--- src/verilog/synth_map.svh ---
// Purpose: constants of the synthesizer divider block and its controller
// Assumes: one 25 MHz system clock; frequencies held in 10 Hz units
// Notes:   shared by package, device end and controller end
`ifndef SYNTH_MAP_SVH
`define SYNTH_MAP_SVH
// Contract
// - fine reference is 10.24 MHz over 1024
// - fine feedback ratio 2000 to 2199
// - fine output is fine oscillator over 1000
// - fine ratio travels serially from controller
// - middle reference is 20 MHz over 1000
// - middle feedback ratio 490 to 739
// - middle oscillator divided by fixed 10
// - middle ratio also travels serially
// - direct path 9.5 to 19.49999 MHz, else offset
// - offset injection is 20 MHz halved
// - main feedback ratio 9 to 30
// - main reference is 20 MHz over 40
// - marker is 20 MHz over 200
// - marker divider halted while marker off
// - 1 MHz rate derived from 20 MHz
// - tone: 218 space or 235 mark, then 2
// - SHIFT_KEYING_MODE shows space frequency, steady during mark
// - indicated frequency depends on operating mode
// - frequency set in 10 Hz steps
// - controller computes and loads all three ratios
// - inhibit transmit until settled after changes

// ---------------------------------------------------------------
// divide ratios
// ---------------------------------------------------------------
`define FINE_REF_DIV    12'h400
`define FINE_N_MIN      12'h7D0
`define FINE_N_MAX      12'h897
`define FINE_OUT_DIV    12'h3E8
`define MIDDLE_REF_DIV  12'h3E8
`define MIDDLE_N_MIN    12'h1EA
`define MIDDLE_N_MAX    12'h2E3
`define MIDDLE_OUT_DIV  12'h00A
`define OFFSET_DIV      12'h002
`define MAIN_N_MIN      12'h009
`define MAIN_N_MAX      12'h01E
`define MAIN_REF_DIV    12'h028
`define MARKER_DIV      12'h0C8
`define MHZ_DIV         12'h014
`define SPACE_DIV       12'h0DA
`define MARK_DIV        12'h0EB
`define FINE_N_RST      12'h834
`define MIDDLE_N_RST    12'h235
`define MAIN_N_RST      12'h012
// ---------------------------------------------------------------
// serial frame: 2 select bits then 12 ratio bits, msb first
// ---------------------------------------------------------------
`define SER_BITS        14
// ---------------------------------------------------------------
// frequency plan in 10 Hz units
// ---------------------------------------------------------------
`define BAND_LO         22'h0E7EF0
`define BAND_HI         22'h1DC12F
`define OFFSET_UNITS    22'h0F4240
`define BASE_UNITS      22'h07A120
`define N1_STEP         22'h00C350
`define N2_STEP         22'h0000C8
`define FSK_SPACE_UNITS 22'h0000E5
// ---------------------------------------------------------------
// timing
// ---------------------------------------------------------------
`define CLK_HZ          25000000
`define SETTLE_US       10000
`define SETTLE_CYCLES   (`SETTLE_US * (`CLK_HZ / 1000000))
// ---------------------------------------------------------------
// controller register byte offsets
// ---------------------------------------------------------------
`define REG_CTRL        4'h0
`define REG_FREQ        4'h4
`define REG_STAT        4'h8
`define REG_RATIO       4'hC
`endif

--- src/verilog/synth_pkg.sv ---
// Purpose: types shared by both ends of the synthesizer link
// Assumes: constants come from synth_map.svh
// Notes:   select codes follow declaration order
`include "synth_map.svh"
package synth_pkg;
  typedef enum logic [1:0] {SEL_MAIN, SEL_MIDDLE, SEL_FINE, SEL_NONE}
    loop_sel_t;
  typedef enum logic [1:0] {MODE_CW, MODE_SSB, MODE_AM, MODE_FSK} mode_t;
  typedef enum logic [2:0] {C_IDLE, C_CALC1, C_CALC2, C_SEND, C_LATCH}
    ctl_state_t;
endpackage

--- src/verilog/synth_link_if.sv ---
// Purpose: link between controller and synthesizer divider block
// Assumes: both ends on the same clock
// Notes:   all signals driven from flip-flops, except fsk_mode, a decode of the controller's mode register
`timescale 1ns/1ps
interface synth_link_if;
  logic ser_data;
  logic ser_shift;
  logic ser_latch;
  logic offset_path;
  logic marker_on;
  logic fsk_mode;
  logic fsk_mark;
  logic tx_inhibit;
  modport device
  (
    input  ser_data, ser_shift, ser_latch, offset_path,
    input  marker_on, fsk_mode, fsk_mark,
    output tx_inhibit
  );
  modport controller
  (
    output ser_data, ser_shift, ser_latch, offset_path,
    output marker_on, fsk_mode, fsk_mark,
    input  tx_inhibit
  );
endinterface

--- src/verilog/synth_divider_control.sv ---
// Purpose: divider and selection logic of the three-loop synthesizer
// Assumes: reference and oscillator edges arrive as one-cycle ticks
//          synchronous to clk_i; link driven by the controller end
// Notes:   every derived rate but the keying tone (a level) leaves as a one-cycle pulse
//
// The Avalon-MM register port and the placing of the registers are this design's own decisions.
`timescale 1ns/1ps
module synth_divider_control
  import synth_pkg::*;
#(
  parameter int SETTLE_CYC = `SETTLE_CYCLES
)
(
  input  wire logic    clk_i,
  input  wire logic    sys_rst_i,
  synth_link_if.device link,
  input  wire logic    ref_a_tick_i,
  input  wire logic    ref_b_tick_i,
  input  wire logic    fine_osc_tick_i,
  input  wire logic    middle_mix_tick_i,
  input  wire logic    middle_osc_tick_i,
  input  wire logic    main_mix_tick_i,
  output logic         fine_ref_o,
  output logic         fine_cmp_o,
  output logic         fine_step_o,
  output logic         middle_ref_o,
  output logic         middle_cmp_o,
  output logic         middle_step_o,
  output logic         main_ref_o,
  output logic         main_cmp_o,
  output logic         offset_inj_o,
  output logic         offset_path_o,
  output logic         marker_o,
  output logic         fsk_tone_o,
  output logic         tx_inhibit_o
);
  localparam int SW = $clog2(SETTLE_CYC + 1);

  logic [`SER_BITS-1:0] shift_ff;
  logic [11:0]          fine_n_ff;
  logic [11:0]          middle_n_ff;
  logic [11:0]          main_n_ff;
  logic                 path_ff;
  logic [SW-1:0]        settle_ff;
  logic [SW-1:0]        nxt_settle;
  logic                 inhibit_ff;
  logic [11:0]          new_n;
  loop_sel_t            sel;
  logic                 in_range;
  logic                 take;
  logic                 changed;
  logic                 mhz_tick;
  logic [11:0]          tone_div;

  // ---------------------------------------------------------------
  // serial intake
  // ---------------------------------------------------------------
  always_ff @(posedge clk_i)
    if (sys_rst_i)
      shift_ff <= {`SER_BITS{1'b0}};
    else if (link.ser_shift)
      shift_ff <= {shift_ff[`SER_BITS-2:0], link.ser_data};

  assign new_n = shift_ff[11:0];
  assign sel   = loop_sel_t'(shift_ff[13:12]);

  always_comb
  begin
    in_range = 1'b0;
    case (sel)
      SEL_MAIN:
        in_range = new_n >= `MAIN_N_MIN && new_n <= `MAIN_N_MAX;
      SEL_MIDDLE:
        in_range = new_n >= `MIDDLE_N_MIN && new_n <= `MIDDLE_N_MAX;
      SEL_FINE:
        in_range = new_n >= `FINE_N_MIN && new_n <= `FINE_N_MAX;
      default:
        in_range = 1'b0;
    endcase
  end

  // nothing reaches a divider before the latch strobe
  assign take = link.ser_latch && in_range;

  always_comb
  begin
    changed = 1'b0;
    case (sel)
      SEL_MAIN:   changed = take && (new_n != main_n_ff);
      SEL_MIDDLE: changed = take && (new_n != middle_n_ff);
      SEL_FINE:   changed = take && (new_n != fine_n_ff);
      default:    changed = 1'b0;
    endcase
  end

  // ---------------------------------------------------------------
  // applied ratios
  // ---------------------------------------------------------------
  always_ff @(posedge clk_i)
    if (sys_rst_i)
      main_n_ff <= `MAIN_N_RST;
    else if (take && sel == SEL_MAIN)
      main_n_ff <= new_n;
  always_ff @(posedge clk_i)
    if (sys_rst_i)
      middle_n_ff <= `MIDDLE_N_RST;
    else if (take && sel == SEL_MIDDLE)
      middle_n_ff <= new_n;
  always_ff @(posedge clk_i)
    if (sys_rst_i)
      fine_n_ff <= `FINE_N_RST;
    else if (take && sel == SEL_FINE)
      fine_n_ff <= new_n;

  always_ff @(posedge clk_i)
    if (sys_rst_i)
      path_ff <= 1'b0;
    else
      path_ff <= link.offset_path;

  // ---------------------------------------------------------------
  // settling inhibit
  // ---------------------------------------------------------------
  // any new ratio or path swap restarts the full settle time
  always_comb
  begin
    nxt_settle = settle_ff;
    if (changed || (link.offset_path != path_ff))
      nxt_settle = SW'(SETTLE_CYC);
    else if (settle_ff != {SW{1'b0}})
      nxt_settle = settle_ff - SW'(1);
  end

  always_ff @(posedge clk_i)
    if (sys_rst_i)
      settle_ff <= {SW{1'b0}};
    else
      settle_ff <= nxt_settle;

  always_ff @(posedge clk_i)
    if (sys_rst_i)
      inhibit_ff <= 1'b0;
    else
      inhibit_ff <= (nxt_settle != {SW{1'b0}});

  assign tx_inhibit_o    = inhibit_ff;
  assign link.tx_inhibit = inhibit_ff;
  assign offset_path_o   = path_ff;

  // ---------------------------------------------------------------
  // fine loop
  // ---------------------------------------------------------------
  div_stage u_fine_ref
  (
    .clk_i     (clk_i),
    .sys_rst_i (sys_rst_i),
    .run_i     (1'b1),
    .tick_i    (ref_b_tick_i),
    .ratio_i   (`FINE_REF_DIV),
    .pulse_o   (fine_ref_o),
    .level_o   ()
  );
  div_stage u_fine_cmp
  (
    .clk_i     (clk_i),
    .sys_rst_i (sys_rst_i),
    .run_i     (1'b1),
    .tick_i    (fine_osc_tick_i),
    .ratio_i   (fine_n_ff),
    .pulse_o   (fine_cmp_o),
    .level_o   ()
  );
  div_stage u_fine_step
  (
    .clk_i     (clk_i),
    .sys_rst_i (sys_rst_i),
    .run_i     (1'b1),
    .tick_i    (fine_osc_tick_i),
    .ratio_i   (`FINE_OUT_DIV),
    .pulse_o   (fine_step_o),
    .level_o   ()
  );

  // ---------------------------------------------------------------
  // middle loop
  // ---------------------------------------------------------------
  div_stage u_middle_ref
  (
    .clk_i     (clk_i),
    .sys_rst_i (sys_rst_i),
    .run_i     (1'b1),
    .tick_i    (ref_a_tick_i),
    .ratio_i   (`MIDDLE_REF_DIV),
    .pulse_o   (middle_ref_o),
    .level_o   ()
  );
  div_stage u_middle_cmp
  (
    .clk_i     (clk_i),
    .sys_rst_i (sys_rst_i),
    .run_i     (1'b1),
    .tick_i    (middle_mix_tick_i),
    .ratio_i   (middle_n_ff),
    .pulse_o   (middle_cmp_o),
    .level_o   ()
  );
  div_stage u_middle_step
  (
    .clk_i     (clk_i),
    .sys_rst_i (sys_rst_i),
    .run_i     (1'b1),
    .tick_i    (middle_osc_tick_i),
    .ratio_i   (`MIDDLE_OUT_DIV),
    .pulse_o   (middle_step_o),
    .level_o   ()
  );

  // ---------------------------------------------------------------
  // main loop and offset injection
  // ---------------------------------------------------------------
  div_stage u_main_ref
  (
    .clk_i     (clk_i),
    .sys_rst_i (sys_rst_i),
    .run_i     (1'b1),
    .tick_i    (ref_a_tick_i),
    .ratio_i   (`MAIN_REF_DIV),
    .pulse_o   (main_ref_o),
    .level_o   ()
  );
  div_stage u_main_cmp
  (
    .clk_i     (clk_i),
    .sys_rst_i (sys_rst_i),
    .run_i     (1'b1),
    .tick_i    (main_mix_tick_i),
    .ratio_i   (main_n_ff),
    .pulse_o   (main_cmp_o),
    .level_o   ()
  );
  div_stage u_offset
  (
    .clk_i     (clk_i),
    .sys_rst_i (sys_rst_i),
    .run_i     (1'b1),
    .tick_i    (ref_a_tick_i),
    .ratio_i   (`OFFSET_DIV),
    .pulse_o   (offset_inj_o),
    .level_o   ()
  );

  // ---------------------------------------------------------------
  // marker and keying tones
  // ---------------------------------------------------------------
  // held in reset while off so no marker energy leaks out
  div_stage u_marker
  (
    .clk_i     (clk_i),
    .sys_rst_i (sys_rst_i),
    .run_i     (link.marker_on),
    .tick_i    (ref_a_tick_i),
    .ratio_i   (`MARKER_DIV),
    .pulse_o   (marker_o),
    .level_o   ()
  );
  div_stage u_mhz
  (
    .clk_i     (clk_i),
    .sys_rst_i (sys_rst_i),
    .run_i     (1'b1),
    .tick_i    (ref_a_tick_i),
    .ratio_i   (`MHZ_DIV),
    .pulse_o   (mhz_tick),
    .level_o   ()
  );

  // keying moves only the tone; the loop ratios stay put during mark
  assign tone_div = link.fsk_mark ? `MARK_DIV : `SPACE_DIV;

  div_stage u_tone
  (
    .clk_i     (clk_i),
    .sys_rst_i (sys_rst_i),
    .run_i     (link.fsk_mode),
    .tick_i    (mhz_tick),
    .ratio_i   (tone_div),
    .pulse_o   (),
    .level_o   (fsk_tone_o)
  );
endmodule

--- src/verilog/div_stage.sv ---
// Purpose: counts input tick pulses and emits one pulse every ratio ticks
// Assumes: ratio_i at least 1; tick_i one cycle wide
// Notes:   level_o toggles per output pulse, giving a further halving
`timescale 1ns/1ps
module div_stage
  import synth_pkg::*;
#(
  parameter int W = 12
)
(
  input  wire logic         clk_i,
  input  wire logic         sys_rst_i,
  input  wire logic         run_i,
  input  wire logic         tick_i,
  input  wire logic [W-1:0] ratio_i,
  output logic              pulse_o,
  output logic              level_o
);
  logic [W-1:0] cnt_ff;
  logic         pulse_ff;
  logic         level_ff;
  logic         wrap;

  // a ratio change takes effect mid-count; a count at or past the new end wraps on the next tick
  assign wrap = (cnt_ff >= ratio_i - W'(1));

  always_ff @(posedge clk_i)
    if (sys_rst_i || !run_i)
      cnt_ff <= {W{1'b0}};
    else if (tick_i)
      cnt_ff <= wrap ? {W{1'b0}} : cnt_ff + W'(1);

  always_ff @(posedge clk_i)
    if (sys_rst_i || !run_i)
      pulse_ff <= 1'b0;
    else
      pulse_ff <= tick_i && wrap;

  always_ff @(posedge clk_i)
    if (sys_rst_i || !run_i)
      level_ff <= 1'b0;
    else if (tick_i && wrap)
      level_ff <= !level_ff;

  assign pulse_o = pulse_ff;
  assign level_o = level_ff;
endmodule

--- src/flat_wrapper.sv ---
// flat-port wrapper written by rule: the top's interface ports become plain ports
module synth_divider_control_flat import synth_pkg::*;
#(
  parameter int SETTLE_CYC = `SETTLE_CYCLES
)
  (clk_i, sys_rst_i, ref_a_tick_i, ref_b_tick_i, fine_osc_tick_i, middle_mix_tick_i, middle_osc_tick_i, main_mix_tick_i, fine_ref_o, fine_cmp_o, fine_step_o, middle_ref_o, middle_cmp_o, middle_step_o, main_ref_o, main_cmp_o, offset_inj_o, offset_path_o, marker_o, fsk_tone_o, tx_inhibit_o, link_ser_data, link_ser_shift, link_ser_latch, link_offset_path, link_marker_on, link_fsk_mode, link_fsk_mark, link_tx_inhibit);
  synth_link_if link_i ();
  input  wire logic clk_i;
  input  wire logic sys_rst_i;
  input  wire logic ref_a_tick_i;
  input  wire logic ref_b_tick_i;
  input  wire logic fine_osc_tick_i;
  input  wire logic middle_mix_tick_i;
  input  wire logic middle_osc_tick_i;
  input  wire logic main_mix_tick_i;
  output logic fine_ref_o;
  output logic fine_cmp_o;
  output logic fine_step_o;
  output logic middle_ref_o;
  output logic middle_cmp_o;
  output logic middle_step_o;
  output logic main_ref_o;
  output logic main_cmp_o;
  output logic offset_inj_o;
  output logic offset_path_o;
  output logic marker_o;
  output logic fsk_tone_o;
  output logic tx_inhibit_o;
  input wire logic [$bits(link_i.ser_data)-1:0] link_ser_data;
  input wire logic [$bits(link_i.ser_shift)-1:0] link_ser_shift;
  input wire logic [$bits(link_i.ser_latch)-1:0] link_ser_latch;
  input wire logic [$bits(link_i.offset_path)-1:0] link_offset_path;
  input wire logic [$bits(link_i.marker_on)-1:0] link_marker_on;
  input wire logic [$bits(link_i.fsk_mode)-1:0] link_fsk_mode;
  input wire logic [$bits(link_i.fsk_mark)-1:0] link_fsk_mark;
  output wire logic [$bits(link_i.tx_inhibit)-1:0] link_tx_inhibit;
  assign link_i.ser_data = link_ser_data;
  assign link_i.ser_shift = link_ser_shift;
  assign link_i.ser_latch = link_ser_latch;
  assign link_i.offset_path = link_offset_path;
  assign link_i.marker_on = link_marker_on;
  assign link_i.fsk_mode = link_fsk_mode;
  assign link_i.fsk_mark = link_fsk_mark;
  assign link_tx_inhibit = link_i.tx_inhibit;
  synth_divider_control #(.SETTLE_CYC(SETTLE_CYC)) u_core (.clk_i(clk_i), .sys_rst_i(sys_rst_i), .link(link_i), .ref_a_tick_i(ref_a_tick_i), .ref_b_tick_i(ref_b_tick_i), .fine_osc_tick_i(fine_osc_tick_i), .middle_mix_tick_i(middle_mix_tick_i), .middle_osc_tick_i(middle_osc_tick_i), .main_mix_tick_i(main_mix_tick_i), .fine_ref_o(fine_ref_o), .fine_cmp_o(fine_cmp_o), .fine_step_o(fine_step_o), .middle_ref_o(middle_ref_o), .middle_cmp_o(middle_cmp_o), .middle_step_o(middle_step_o), .main_ref_o(main_ref_o), .main_cmp_o(main_cmp_o), .offset_inj_o(offset_inj_o), .offset_path_o(offset_path_o), .marker_o(marker_o), .fsk_tone_o(fsk_tone_o), .tx_inhibit_o(tx_inhibit_o));
endmodule
--- config.mk ---
export PLATFORM = sky130hd
export DESIGN_NAME = synth_divider_control_flat
export DESIGN_NICKNAME = d
export VERILOG_FILES = /design/src/verilog/synth_pkg.sv /design/src/verilog/synth_link_if.sv /design/src/verilog/synth_divider_control.sv /design/src/verilog/div_stage.sv /design/src/flat_wrapper.sv
export VERILOG_INCLUDE_DIRS = /design/src /design/src/verilog
export SDC_FILE = /design/constraint.sdc
export NUM_CORES = 1
export LEC_CHECK = 0
export BUFFER_PORTS_ARGS = -buffer_cell sky130_fd_sc_hd__buf_4
export CAP_MARGIN = 25
export CORE_AREA = 2 2 146 148
export CTS_BUF_LIST = sky130_fd_sc_hd__clkbuf_8
export CTS_CLUSTER_DIAMETER = 60
export CTS_CLUSTER_SIZE = 8
export DETAILED_ROUTE_END_ITERATION = 12
export DIE_AREA = 0 0 148 150
export PLACE_DENSITY = 0.77
export SETUP_SLACK_MARGIN = 0.02
export SKIP_LAST_GASP = 1
export SLEW_MARGIN = 20
export SYNTH_ARGS = -nofsm -noshare
export SYNTH_HDL_FRONTEND = slang
export SYNTH_SLANG_ARGS = --single-unit
--- constraint.sdc ---
create_clock -name clk_i -period 4.45 [get_ports clk_i]
set_clock_uncertainty 0.2 [all_clocks]
set_input_delay 0 -clock clk_i [delete_from_list [all_inputs] [get_ports clk_i]]
set_output_delay 0 -clock clk_i [all_outputs]
set_load 0.05 [all_outputs]
==> results.md <==
- Outcome: complete, no violations
- Grt total ovfl: 0
- Finished Core Util: 0.591
- Yosys reg bits: 226
- Reg area: 0.00452 mm2
- Main synth FF type: dfxtp_1
- Synth warn: 0
- CTS root buf: clkbuf_8
- CTS Sinks: 226
- Crit path buffers/inverters: 0
- Drt initial violations: 504
- Worst-margin pin slew: 0.764 ns
- Gate Count Post-Synth: 1285
- Most frequent cells in the layout: nor2_1, dfxtp_1, xor2_1, nand2_1, ha_1
- Combinational power share: 0.085
- Final Hold Violating Endpoints: 0
- Mapped cell area: 0.0112 mm2
- Chip Width: 148 um
- Max Fclk: 0.273 GHz
- Multi-input gate area: 0.00630 mm2
- Area grow syn2layout: 9.29%
- Worst-Skew Late Latency: 0.52 ns
- Filler Cell Count: 1833
- Dpl cells: 1537
- Port Buffers: 28
- Worst-path fanout max: 9
- Setup_tns: 0 ns
- Final std cells w/o fill: 1591
- Total power: 3.96 mW
- Initial Util: 0.541
- Internal power: 2.98 mW
- Drc violations: 0
- Hold path start: ref_b_tick_i
- Startpoint types: flip-flop
- Hold Path Class: in -> reg
- DP Wirelength: 14900 um
- Sequential area share after synthesis: 0.404
- Distinct cell type count after synthesis: 52
- Bufs on Longest Clock Path: 3
- Final worst setup slack: 0.794 ns
- CTS clock-pin slew for the worst setup and hold paths: 0.06 ns
- ANT cells: 0
- Slew Limit Fails: 0
- Critical Path Start: u_core.fine_n_ff[2]
- Total of max-cap violations: 0
- Nets: 1393
- Mapped Nets: 1364
- Hold Path Cell Cnt: 3
- Switching share of power: 0.246
- Vias in the first global route: 8491
- Crit path required time: 4.70 ns
- Crit end category: flip-flop
- TritonCTS buffer count: 34
- Worst r2r src: u_core.fine_n_ff[2]
- WP data arrival: 3.91 ns
- Worst Reg2Reg Path Length in Cells: 11
- Clock Power Share: 0.379
- Post-CTS Setup Bufs: 0
- Pre-Repair DR Iteration Count: 5
- Avg Cell Area, Syn: 8.71 um2
- Fraction of layout cells with a size suffix above 1: 0.0593
- I/O pin cnt: 29
- Site Rows: 53
- Via count: 8811
- Part of the power in registers: 0.536
- LEAKAGE: 5.06 nW
- Worst Hold Endpoint: u_core.u_fine_ref.cnt_ff[11]
- Placer congestion estimate: 0.852
- CTS tree: done
- Vias per cell: 5.54
- RSZ-0062 raised after global routing: no
- CP cell instances: nor4_1 > nand2_1 > or4_1 > xor2_1 > ha_1 > a21o_1 > a21o_1 > a221o_1 > a31oi_1 > o21bai_1 > nor2_1
- All-layer global routing usage: 0.201
- CP most frequent cell: a21o_1
- Peak supply drop: 0.195 mV
- Post-synth EDFFs: 0
- Post-route ant nets: 0
- Most common cell after layout, fill and taps aside: nor2_1
- Setup Viol. Count Final: 0
- Slowest stage delay, CP: 0.43 ns
- Crit Path Class: reg -> reg
- PwrDens: 324 mW/mm2
- DP Worst Slack: 0.888 ns
- Psw: 972 uW
- Crit path time final: 3.66 ns
- Initial antenna violation count: 0
- Top Family by Delay on Critical Path: compound AO/OA/AOI/OAI gates
- R2r endpoint: u_core.u_fine_cmp.cnt_ff[6]
- Die area: 0.0222 mm2
- Largest net degree at the start of global routing: 52
- Tcrit/Tclk final: 0.822
- H-tree depth: 2
- Asr flop ratio synth: 0
- First-pass GRT wire length: 38100 um
- Flop-to-flop setup slack: 0.79 ns
- Max_slew headroom: 0.490
- Wire per inst: 13.6 um
- Core Region: 0.0207 mm2
- Die Span Y: 150 um
- Slowest CP cell: nor4_1
- Detailed-route wire length: 21700 um
[state kept, by name, summed over array words and instances (netlist names), 12 cells and up]
name,cells
u_core.settle_ff,18
u_core.shift_ff,14
u_core.fine_n_ff,12
u_core.main_n_ff,12
u_core.middle_n_ff,12
u_core.u_fine_cmp.cnt_ff,12
u_core.u_fine_ref.cnt_ff,12
u_core.u_fine_step.cnt_ff,12
u_core.u_main_cmp.cnt_ff,12
u_core.u_main_ref.cnt_ff,12
u_core.u_marker.cnt_ff,12
u_core.u_mhz.cnt_ff,12
u_core.u_middle_cmp.cnt_ff,12
u_core.u_middle_ref.cnt_ff,12
u_core.u_middle_step.cnt_ff,12
u_core.u_offset.cnt_ff,12
u_core.u_tone.cnt_ff,12
[worst max path at each step]
stage / end / slack (ns) / cells past startpoint
floorplan: u_core.u_fine_cmp.cnt_ff[10] / 1.23 / 11
global route: u_core.u_fine_cmp.cnt_ff[6] / 0.50 / 11
CTS: u_core.u_fine_cmp.cnt_ff[6] / 0.80 / 11
global placement: u_core.u_fine_cmp.cnt_ff[8] / 0.96 / 11
finish: u_core.u_fine_cmp.cnt_ff[6] / 0.79 / 11
detailed placement: u_core.u_fine_cmp.cnt_ff[6] / 0.89 / 11
[tightest hold or removal path: stages]
cell	delay [ns]
dlygate4sd3_1	0.52
buf_4	0.16
nor3b_1	0.06
[power by group through the flow]
stage                     combinational (mW)  sequential, mW  clock, mW
after global placement                 0.319            2.16          0
final                                  0.337            2.12       1.50
after global routing                   0.382            2.13       1.65
after floorplan                        0.265            2.15          0
after CTS                              0.338            2.12       1.57
after detailed placement               0.326            2.16          0
[synthesized netlist by cell type (all sizes together) (5+ instances only)]
library cell | number | area (um2)
nor2 | 240 | 901
dfxtp | 226 | 4520
xor2 | 97 | 850
nand2 | 92 | 345
ha | 64 | 801
xnor2 | 59 | 517
mux2i | 46 | 460
a21oi | 42 | 214
nand4 | 42 | 263
clkbuf | 40 | 150
and3 | 38 | 238
inv | 33 | 124
nand3 | 28 | 140
a31oi | 26 | 163
nor3 | 24 | 120
nand2b | 20 | 125
nor4 | 20 | 131
a211o | 17 | 149
buf | 15 | 87.6
a21o | 12 | 90.1
a22oi | 12 | 90.1
and4 | 10 | 87.6
o21ai | 8 | 40.0
or3 | 8 | 50.1
nor2b | 6 | 37.5
or4 | 6 | 45.0
o211ai | 5 | 37.5
[per-layer routing]
layer  vias to the layer above  GRT usage  share of wire
met5                         -          0              0
met4                         0     0.0781          0.025
met3                        45     0.0351          0.040
met2                       154      0.338           0.46
met1                      4112      0.258           0.47
li1                       4500          -              -
[per-stage QoR]
step	area, um2	hold WS (ns)
global route	12200	0.0761
CTS	12200	0.0359
floorplan	11200	-0.0718
finish	12200	0.0658
global placement	11500	0.0328
detailed placement	11500	0.0502
[layout make-up]
type | count | share of cell area
Multi-Input combinational cell | 971 | 0.515
Sequential cell | 226 | 0.370
Clock buffer | 36 | 0.0405
Timing Repair Buffer | 48 | 0.0327
Tap cell | 275 | 0.0281
Inverter | 33 | 0.0101
Clock inverter | 2 | 0.00307
[timing repair]
item | CTS | global route
hold buffers | 16 | 0
hold endpoints to repair | 170 | 0
resized for setup | 0 | 0
[kinds of logic after synthesis]
| logic type | count (synthesis) | synth area share |
|---|---|---|
| AOI/OAI and AO/OA | 152 | 0.0918 |
| buffers and inverters | 88 | 0.0323 |
| adders and majority gates | 64 | 0.0716 |
| and+or+nand+nor | 553 | 0.237 |
| DFF | 226 | 0.404 |
| muxes | 46 | 0.0411 |
| xor gates and xnor gates | 156 | 0.122 |
Power figures use the tool's default switching activity.
